$ cat config.mk
export PLATFORM = sky130hd
export DESIGN_NAME = extended_command_write_guard
export DESIGN_NICKNAME = d
export VERILOG_FILES = /design/src/hdl/ewp_pkg.sv /design/src/hdl/extended_command_write_guard.sv
export SDC_FILE = /design/constraint.sdc
export NUM_CORES = 1
export LEC_CHECK = 0
export BUFFER_PORTS_ARGS = -buffer_cell sky130_fd_sc_hd__clkbuf_2
export CAP_MARGIN = 10
export CORE_ASPECT_RATIO = 0.75
export CORE_MARGIN = 4
export CORE_UTILIZATION = 55
export CTS_BUF_LIST = sky130_fd_sc_hd__clkbuf_4
export CTS_CLUSTER_SIZE = 16
export DETAILED_ROUTE_END_ITERATION = 8
export PLACE_DENSITY_LB_ADDON = 0.15
export SYNTH_ARGS = -nofsm -noshare
export SYNTH_HDL_FRONTEND = slang
export SYNTH_SLANG_ARGS = --single-unit
$ cat constraint.sdc
create_clock -name clk -period 6.3 [get_ports clk]
set_clock_uncertainty 0.15 [all_clocks]
set_input_delay 0.315 -clock clk [delete_from_list [all_inputs] [get_ports clk]]
set_output_delay 0.315 -clock clk [all_outputs]
set_load 0.01 [all_outputs]
$ cat src/hdl/ewp_pkg.sv
// package: command codes, protection-word bit positions and passkey constants
`default_nettype none
package ewp_pkg;
    localparam logic [7:0]  CMD_EXT_WP       = 8'hFB;  // protection word command code
    localparam logic [7:0]  CMD_UNLOCK_CODE  = 8'hFA;  // passkey command code
    localparam logic [7:0]  CMD_WRITE_PROT   = 8'h10;  // standard write-protect command
    localparam logic [7:0]  CMD_STORE_ALL    = 8'h15;  // store-user-all command
    localparam logic [15:0] EWP_RESET        = 16'h0000; // word before boot load
    localparam logic [15:0] UNLOCK_ZERO      = 16'h0000;
    localparam logic [15:0] RD_UNLOCKED      = 16'h0000;
    localparam logic [15:0] RD_LOCKED0       = 16'h000F;
    localparam logic [15:0] RD_LOCKED1       = 16'h001F;
    localparam logic [15:0] RD_LOCKED2       = 16'h002F;
    localparam logic [15:0] RD_LOCKED3       = 16'h00FF;
    localparam logic [1:0]  MAX_MISMATCH     = 2'h3;
    // bit positions in the protection word
    localparam int SELF_LOCK_BIT    = 15;
    localparam int WP_LOCK_BIT      = 14;
    localparam int TRIM_LOCK_BIT    = 13;
    localparam int SETPOINT_BIT     = 12;
    localparam int OUT_FAULT_BIT    = 11;
    localparam int WARNING_BIT      = 10;
    localparam int CUR_TEMP_BIT     = 9;
    localparam int MARGIN_BIT       = 8;
    localparam int OPERATION_BIT    = 7;
    localparam int CONFIG_BIT       = 6;
    localparam int INPUT_LIMIT_BIT  = 5;
    localparam int SEQUENCING_BIT   = 4;
    localparam int IDENTITY_BIT     = 3;
    localparam int BOOT_ADDR_BIT    = 2;
    localparam int UNLOCK_CODE_BIT  = 1;
    // write request from the command decoder
    typedef struct packed {
        logic        valid;
        logic [7:0]  cmd;
        logic [15:0] data;
    } wr_req_t;
    // lock state of the passkey
    typedef enum logic [1:0] {
        PK_OPEN   = 2'b00,
        PK_LOCKED = 2'b01,
        PK_DEAD   = 2'b11
    } pk_state_t;
endpackage
`default_nettype wire

$ cat src/hdl/extended_command_write_guard.sv
// per-group command write guard with passkey unlock and boot-time reload
`default_nettype none
// Overview of operation
// protection word is word command FBh
// each bit except bit 0 gates its own command group
// bit 15 locks word and passkey
// passkey lock also blocks word
// bit 14 alone governs write-protect command
// bit 13 locks trim and calibration commands
// bit 12 locks output mode and setpoint
// bit 11 locks output limits and responses
// bit 10 locks warning limits and mask
// bit 9 locks current/temperature faults, simulation
// bit 8 locks margins and transition rate
// bit 7 locks operation command
// bit 6 locks configuration commands
// bit 5 locks input limits
// bit 4 locks sequencing commands
// bit 3 locks identity data commands
// bit 2 locks override and address
// bit 1 locks passkey command
// bit 1 with zero passkey blocks programming
// nonzero boot passkey blocks word and store
// three mismatches lock passkey until power-on
// word and passkey load from backup at boot
// refused write keeps value, flags invalid
module extended_command_write_guard (
    input  wire logic            clk,             // bus/control clock
    input  wire logic            sys_rst,         // synchronous, active high
    input  wire logic            por,             // power-on reset, clears passkey lockout
    input  wire logic            boot_load,       // one-cycle pulse: take backup values
    input  wire logic [15:0]     nvm_ewp,         // backed-up protection word
    input  wire logic [15:0]     nvm_unlock_code, // backed-up passkey
    input  wire ewp_pkg::wr_req_t wr_req,         // host write word
    input  wire logic            wp_blocks,       // standard write-protect blocks this cmd
    input  wire logic            rd_req,          // host read word strobe
    input  wire logic [7:0]      rd_cmd,          // command read
    output logic                 wr_accept,       // pulse: write may be committed
    output logic                 wr_invalid,      // pulse: refused, invalid communication
    output logic [15:0]          rd_data,         // read answer for FA/FB
    output logic                 rd_valid,        // pulse: rd_data valid
    output logic [15:0]          extended_write_protect_word_word, // active protection word
    output logic                 unlock_active    // passkey currently protects
);
    logic [15:0]         extended_write_protect_word; // protection word
    logic [15:0]         boot_code;       // passkey stored at boot
    logic [15:0]         active_code;     // live passkey register
    logic [1:0]          mismatch_cnt;    // consecutive mismatching writes
    ewp_pkg::pk_state_t  pk_state;        // passkey lock state
    logic                group_lock;      // the addressed command is read-only
    logic                cmd_blocked;     // final refusal decision
    // last count before the lockout; declared ahead of the passkey process that reads it
    localparam logic [1:0] MAX_M1 = ewp_pkg::MAX_MISMATCH - 2'h1;

    // command-group decode against the word; new groups go here
    function automatic logic grp_locked(input logic [7:0] c, input logic [15:0] w);
        logic r;
        r = 1'b0;
        case (c)
            8'h22, 8'h29, 8'h38, 8'h39:               r = w[ewp_pkg::TRIM_LOCK_BIT];
            8'h20, 8'h21:                             r = w[ewp_pkg::SETPOINT_BIT];
            8'h24, 8'h2B, 8'h40, 8'h41, 8'h44, 8'h45: r = w[ewp_pkg::OUT_FAULT_BIT];
            8'h42, 8'h43, 8'h4A, 8'h51, 8'h1B:        r = w[ewp_pkg::WARNING_BIT];
            8'h46, 8'h47, 8'h4F, 8'h50, 8'hE8:        r = w[ewp_pkg::CUR_TEMP_BIT];
            8'h25, 8'h26, 8'h27:                      r = w[ewp_pkg::MARGIN_BIT];
            8'h01:                                    r = w[ewp_pkg::OPERATION_BIT];
            8'h33, 8'h37, 8'hB1, 8'hD7, 8'hD0, 8'hD1,
            8'hD2, 8'hD3, 8'hD4, 8'hEC:               r = w[ewp_pkg::CONFIG_BIT];
            8'h58, 8'h55, 8'h57, 8'h56:               r = w[ewp_pkg::INPUT_LIMIT_BIT];
            8'h60, 8'h61, 8'h62, 8'h63, 8'h64, 8'h65,
            8'h02, 8'h35, 8'h36:                      r = w[ewp_pkg::SEQUENCING_BIT];
            8'h99, 8'h9A, 8'h9B, 8'h9E:               r = w[ewp_pkg::IDENTITY_BIT];
            8'hEE, 8'hEF:                             r = w[ewp_pkg::BOOT_ADDR_BIT];
            default:                                  r = 1'b0;
        endcase
        return r;
    endfunction

    assign unlock_active = (active_code != ewp_pkg::UNLOCK_ZERO) && (pk_state != ewp_pkg::PK_OPEN);

    // refusal decision, one place for all commands
    always_comb begin
        group_lock  = grp_locked(wr_req.cmd, extended_write_protect_word);
        cmd_blocked = 1'b0;
        case (wr_req.cmd)
            ewp_pkg::CMD_WRITE_PROT: begin
                // no other control may block this command
                cmd_blocked = extended_write_protect_word[ewp_pkg::WP_LOCK_BIT];
            end
            ewp_pkg::CMD_EXT_WP: begin
                cmd_blocked = extended_write_protect_word[ewp_pkg::SELF_LOCK_BIT]
                            | unlock_active;
            end
            ewp_pkg::CMD_UNLOCK_CODE: begin
                // a correct unlock must still pass while only the passkey itself protects
                cmd_blocked = extended_write_protect_word[ewp_pkg::SELF_LOCK_BIT]
                            | extended_write_protect_word[ewp_pkg::UNLOCK_CODE_BIT]
                            | (pk_state == ewp_pkg::PK_DEAD)
                            | wp_blocks;
            end
            ewp_pkg::CMD_STORE_ALL: begin
                cmd_blocked = unlock_active | wp_blocks;
            end
            default: begin
                cmd_blocked = group_lock | wp_blocks;
            end
        endcase
    end

    // accept/refuse pulses to the command decoder
    always_ff @(posedge clk) begin
        if (sys_rst) begin
            wr_accept  <= 1'b0;
            wr_invalid <= 1'b0;
        end else begin
            wr_accept  <= wr_req.valid & ~cmd_blocked;
            wr_invalid <= wr_req.valid & cmd_blocked;
        end
    end

    // protection word: boot reload, then host writes when allowed
    always_ff @(posedge clk) begin
        if (sys_rst) begin
            extended_write_protect_word <= ewp_pkg::EWP_RESET;
        end else if (boot_load) begin
            extended_write_protect_word <= nvm_ewp;
        end else if (wr_req.valid && wr_req.cmd == ewp_pkg::CMD_EXT_WP && !cmd_blocked) begin
            extended_write_protect_word <= wr_req.data;
        end
    end

    // passkey: boot value, unlock matching, mismatch counting
    always_ff @(posedge clk) begin
        if (sys_rst) begin
            boot_code    <= ewp_pkg::UNLOCK_ZERO;
            active_code  <= ewp_pkg::UNLOCK_ZERO;
            pk_state     <= ewp_pkg::PK_OPEN;
            mismatch_cnt <= 2'h0;
        end else if (boot_load) begin
            boot_code    <= nvm_unlock_code;
            active_code  <= nvm_unlock_code;
            pk_state     <= (nvm_unlock_code != ewp_pkg::UNLOCK_ZERO) ? ewp_pkg::PK_LOCKED
                                                                       : ewp_pkg::PK_OPEN;
            mismatch_cnt <= 2'h0;
        end else if (por) begin
            // a power-on reset lifts a dead lockout, as do sys_rst and a boot reload
            pk_state     <= (boot_code != ewp_pkg::UNLOCK_ZERO) ? ewp_pkg::PK_LOCKED
                                                                 : ewp_pkg::PK_OPEN;
            mismatch_cnt <= 2'h0;
        end else if (wr_req.valid && wr_req.cmd == ewp_pkg::CMD_UNLOCK_CODE && !cmd_blocked) begin
            if (pk_state == ewp_pkg::PK_OPEN) begin
                active_code <= wr_req.data;   // unlocked: write updates live value
            end else if (wr_req.data == boot_code) begin
                pk_state     <= ewp_pkg::PK_OPEN;
                mismatch_cnt <= 2'h0;
            end else if (mismatch_cnt == MAX_M1) begin
                mismatch_cnt <= ewp_pkg::MAX_MISMATCH;
                pk_state     <= ewp_pkg::PK_DEAD;
            end else begin
                mismatch_cnt <= mismatch_cnt + 2'h1;
            end
        end
    end

    // read answers: word value, or passkey status code never the key itself
    always_ff @(posedge clk) begin
        if (sys_rst) begin
            rd_data  <= 16'h0000;
            rd_valid <= 1'b0;
        end else begin
            rd_valid <= rd_req && (rd_cmd == ewp_pkg::CMD_EXT_WP
                                || rd_cmd == ewp_pkg::CMD_UNLOCK_CODE);
            if (rd_cmd == ewp_pkg::CMD_EXT_WP) begin
                rd_data <= extended_write_protect_word;
            end else if (pk_state == ewp_pkg::PK_OPEN) begin
                rd_data <= ewp_pkg::RD_UNLOCKED;
            end else begin
                case (mismatch_cnt)
                    2'h0:    rd_data <= ewp_pkg::RD_LOCKED0;
                    2'h1:    rd_data <= ewp_pkg::RD_LOCKED1;
                    2'h2:    rd_data <= ewp_pkg::RD_LOCKED2;
                    default: rd_data <= ewp_pkg::RD_LOCKED3;
                endcase
            end
        end
    end

    assign extended_write_protect_word_word = extended_write_protect_word;
endmodule
`default_nettype wire

==> impl_metrics.toml <==
[min_path]
min-delay-path-class = "in -> reg"
hold_start = "nvm_ewp[14]"
min_path_cells = 3
hold_end = "extended_write_protect_word_word[14]"

[run]
drv_cap = 0

[die]
die_w_microns = 109
ios = 107
die_area_sq_um = 9070
die_h_microns = 83.5
core_area_sq_um = 7360
num_rows = 27
start_util_pct = 56.7

[clock_network]
cts_hold_buf = 1
cts.sinks = 71
max-clock-path-buffers = 2
cts_made_buffers = 9
root_buffer = "clkbuf_4"
clkTransAtPathRegs_ps = 130
htree_levels = 3
cts_resized = 0
clk_latency_ps = 400
cts_tree = "done"
cts_setup_buffers = 0

[sta]
max_freq_mhz = 336
tns_ps = 0
drv_slew = 0
post-route-period-util_pct = 47.3
timing.final.ws_setup_ps = 3320
grt_setup_unrepaired = "false"
min_period_ps = 2980
finalHoldViolCount = 0
setup_viol = 0
relSlewSlack_pct = 25.0
worst_pin_slew_ps = 1120

[layout]
drive_gt1_share_pct = 22.8
nNetsFinal = 648
multi_input_area_sq_um = 2520
fillers = 655
regArea_sq_um = 1420
n_antenna_cell = 0
area_delta_synth_final_pct = 16.8
layout_common_cells = "clkbuf_2 (106), dfxtp_1 (71), a21oi_1 (37), nor2_1 (36), mux2i_1 (32)"
final_common_cell = "clkbuf_2"

[global_route]
grt.met3_usage_pct = 6.03
grt_util_met2_pct = 40.5
busiest_layer = "met1"
overflow = 0
antenna_found_initial = 0
grt_max_degree = 71
use_met1_pct = 41.6
grt_first_pass_wirelength_microns = 20000
grt_pass1_vias = 3822
grtUsageTotal_pct = 27.8

[synthesis]
syn_nets = 563
synth_seq_area_share_pct = 34.0
ys_async_sr_fraction_pct = 0
ys.flop_type = "dfxtp_1"
synth.avg_cell_area_sq_um = 8.54
synth_area_sq_um = 4180
yosys.area.top_type = "dfxtp_1"
ys_warn_count = 0
synthCells = 489
synth_cell_types = 59
synth_edf_count = 0
synth_area_leaders = "dfxtp_1 (34%), mux2i_1 (7.7%), nor4_1 (4.6%)"
ys_seq_elements = 71
synth.top_cell.area_share_pct = 34.0

[status]
status = "complete, no violations"

[routing]
ant_nets = 0
routed_wl_microns = 12800
via_per_inst = 6.26
vias = 4256
first_iter_violations = 407
drc_errors = 0
drt-wirelength-per-cell_microns = 18.8
drt_first_pass_iters = 5

[worst_setup_path]
r2r_slack_ps = 3320
crit_fanout = 31
cp-end-kind = "flip-flop"
arrival_ps = 3130
start_kind = "flip-flop"
rr_worst_depth = 6
timing.rr.end = "extended_write_protect_word_word[2]"
worstPathRequired_ps = 6450
r2r_start = "active_code[10]"
crit_type = "reg -> reg"

[placement]
gp_congestion = 0.994
place_ws_ps = 3040
post-dp-hpwl_microns = 9340
portBuffers = 106

[power_and_ir_drop]
p_leak_nw = 2.04
ir_drop_v = 0.000155
powerDensity_nw_per_um2 = 227
## critical path: stages (launching register included)
cell and delay [ps]:
dfxtp_1 350, nor4_1 450, a41oi_1 260, o32a_1 450, nor3_4 750, nor3_1 100, nor4_1 370
## worst max path at each step
| stage | from | to | slack, ps |
|---|---|---|---|
| floorplan | wr_req[19] | wr_accept | 3980 |
| global placement | wr_req[19] | active_code[1] | 3160 |
| detailed placement | wr_req[19] | active_code[2] | 3040 |
| CTS | active_code[10] | extended_write_protect_word_word[2] | 3370 |
| global route | active_code[7] | extended_write_protect_word_word[2] | 3110 |
| finish | active_code[10] | extended_write_protect_word_word[2] | 3320 |
## Yosys cell counts, types with 6 or more instances
library cell	n
clkbuf_1	15
nand3b_1	6
a22o_1	18
nor3_1	28
nor4_1	31
xnor2_1	16
a21oi_1	37
o21ai_0	9
nor2_1	36
inv_1	7
buf_2	10
nor2b_1	23
mux2i_1	32
nand2_1	16
nor3b_1	17
and2_1	10
nand3_1	10
dfxtp_1	71
buf_4	6
nand4_1	12
## logic make-up after synthesis
kind of cell,after synthesis,share of synthesized area [%]
AO/OA/AOI/OAI,97,15.9
multiplexers,32,7.67
buffers and inverters,46,5.87
AND/OR/NAND/NOR,224,32.3
flip-flops,71,34.0
XOR/XNOR,16,3.35
adder cells (fa/ha/maj),3,0.899
## power breakdown
part           switching [W]  internal [W]  leakage [nW]
registers          0.0000280      0.000476         0.585
clock network       0.000168      0.000245         0.108
logic               0.000109     0.0000822          1.34
## cell type report
cell class,count,area share [%]
Inverter,8,0.615
Multi-Input combinational cell,372,51.6
Tap cell,101,2.59
Timing Repair Buffer,112,11.8
Clock inverter,6,2.72
Clock buffer,10,1.54
Sequential cell,71,29.1
## state kept, by name, indices dropped and copies added, names as in the netlist
name,flops
active_code,16
boot_code,16
extended_write_protect_word_word,16
rd_data,16
mismatch_cnt,2
pk_state,2
rd_valid,1
wr_accept,1
wr_invalid,1
## per-layer routing
layer | routed length (microns) | vias to the layer above | part of all wire, %
met4 | 144 | 0 | 1.1
met1 | 5830 | 1960 | 46
met3 | 1400 | 23 | 11
met5 | 0 | - | 0
met2 | 5390 | 267 | 42
li1 | - | 2006 | -
## per-stage QoR
| stage | utilization (%) | cell area, sq um | instances | total power [W] | hold slack (ps) |
|---|---|---|---|---|---|
| global route | 66.3 | 4880 | 680 | 0.00115 | 16.1 |
| global placement | 63.3 | 4660 | 663 | 0.000694 | 330 |
| detailed placement | 63.3 | 4660 | 663 | 0.000699 | 342 |
| finish | 66.3 | 4880 | 680 | 0.00111 | 19.8 |
| CTS | 66.3 | 4880 | 680 | 0.00111 | 8.93 |
| floorplan | - | 4180 | 489 | 0.000628 | 283 |
Power figures use the tool's default switching activity.
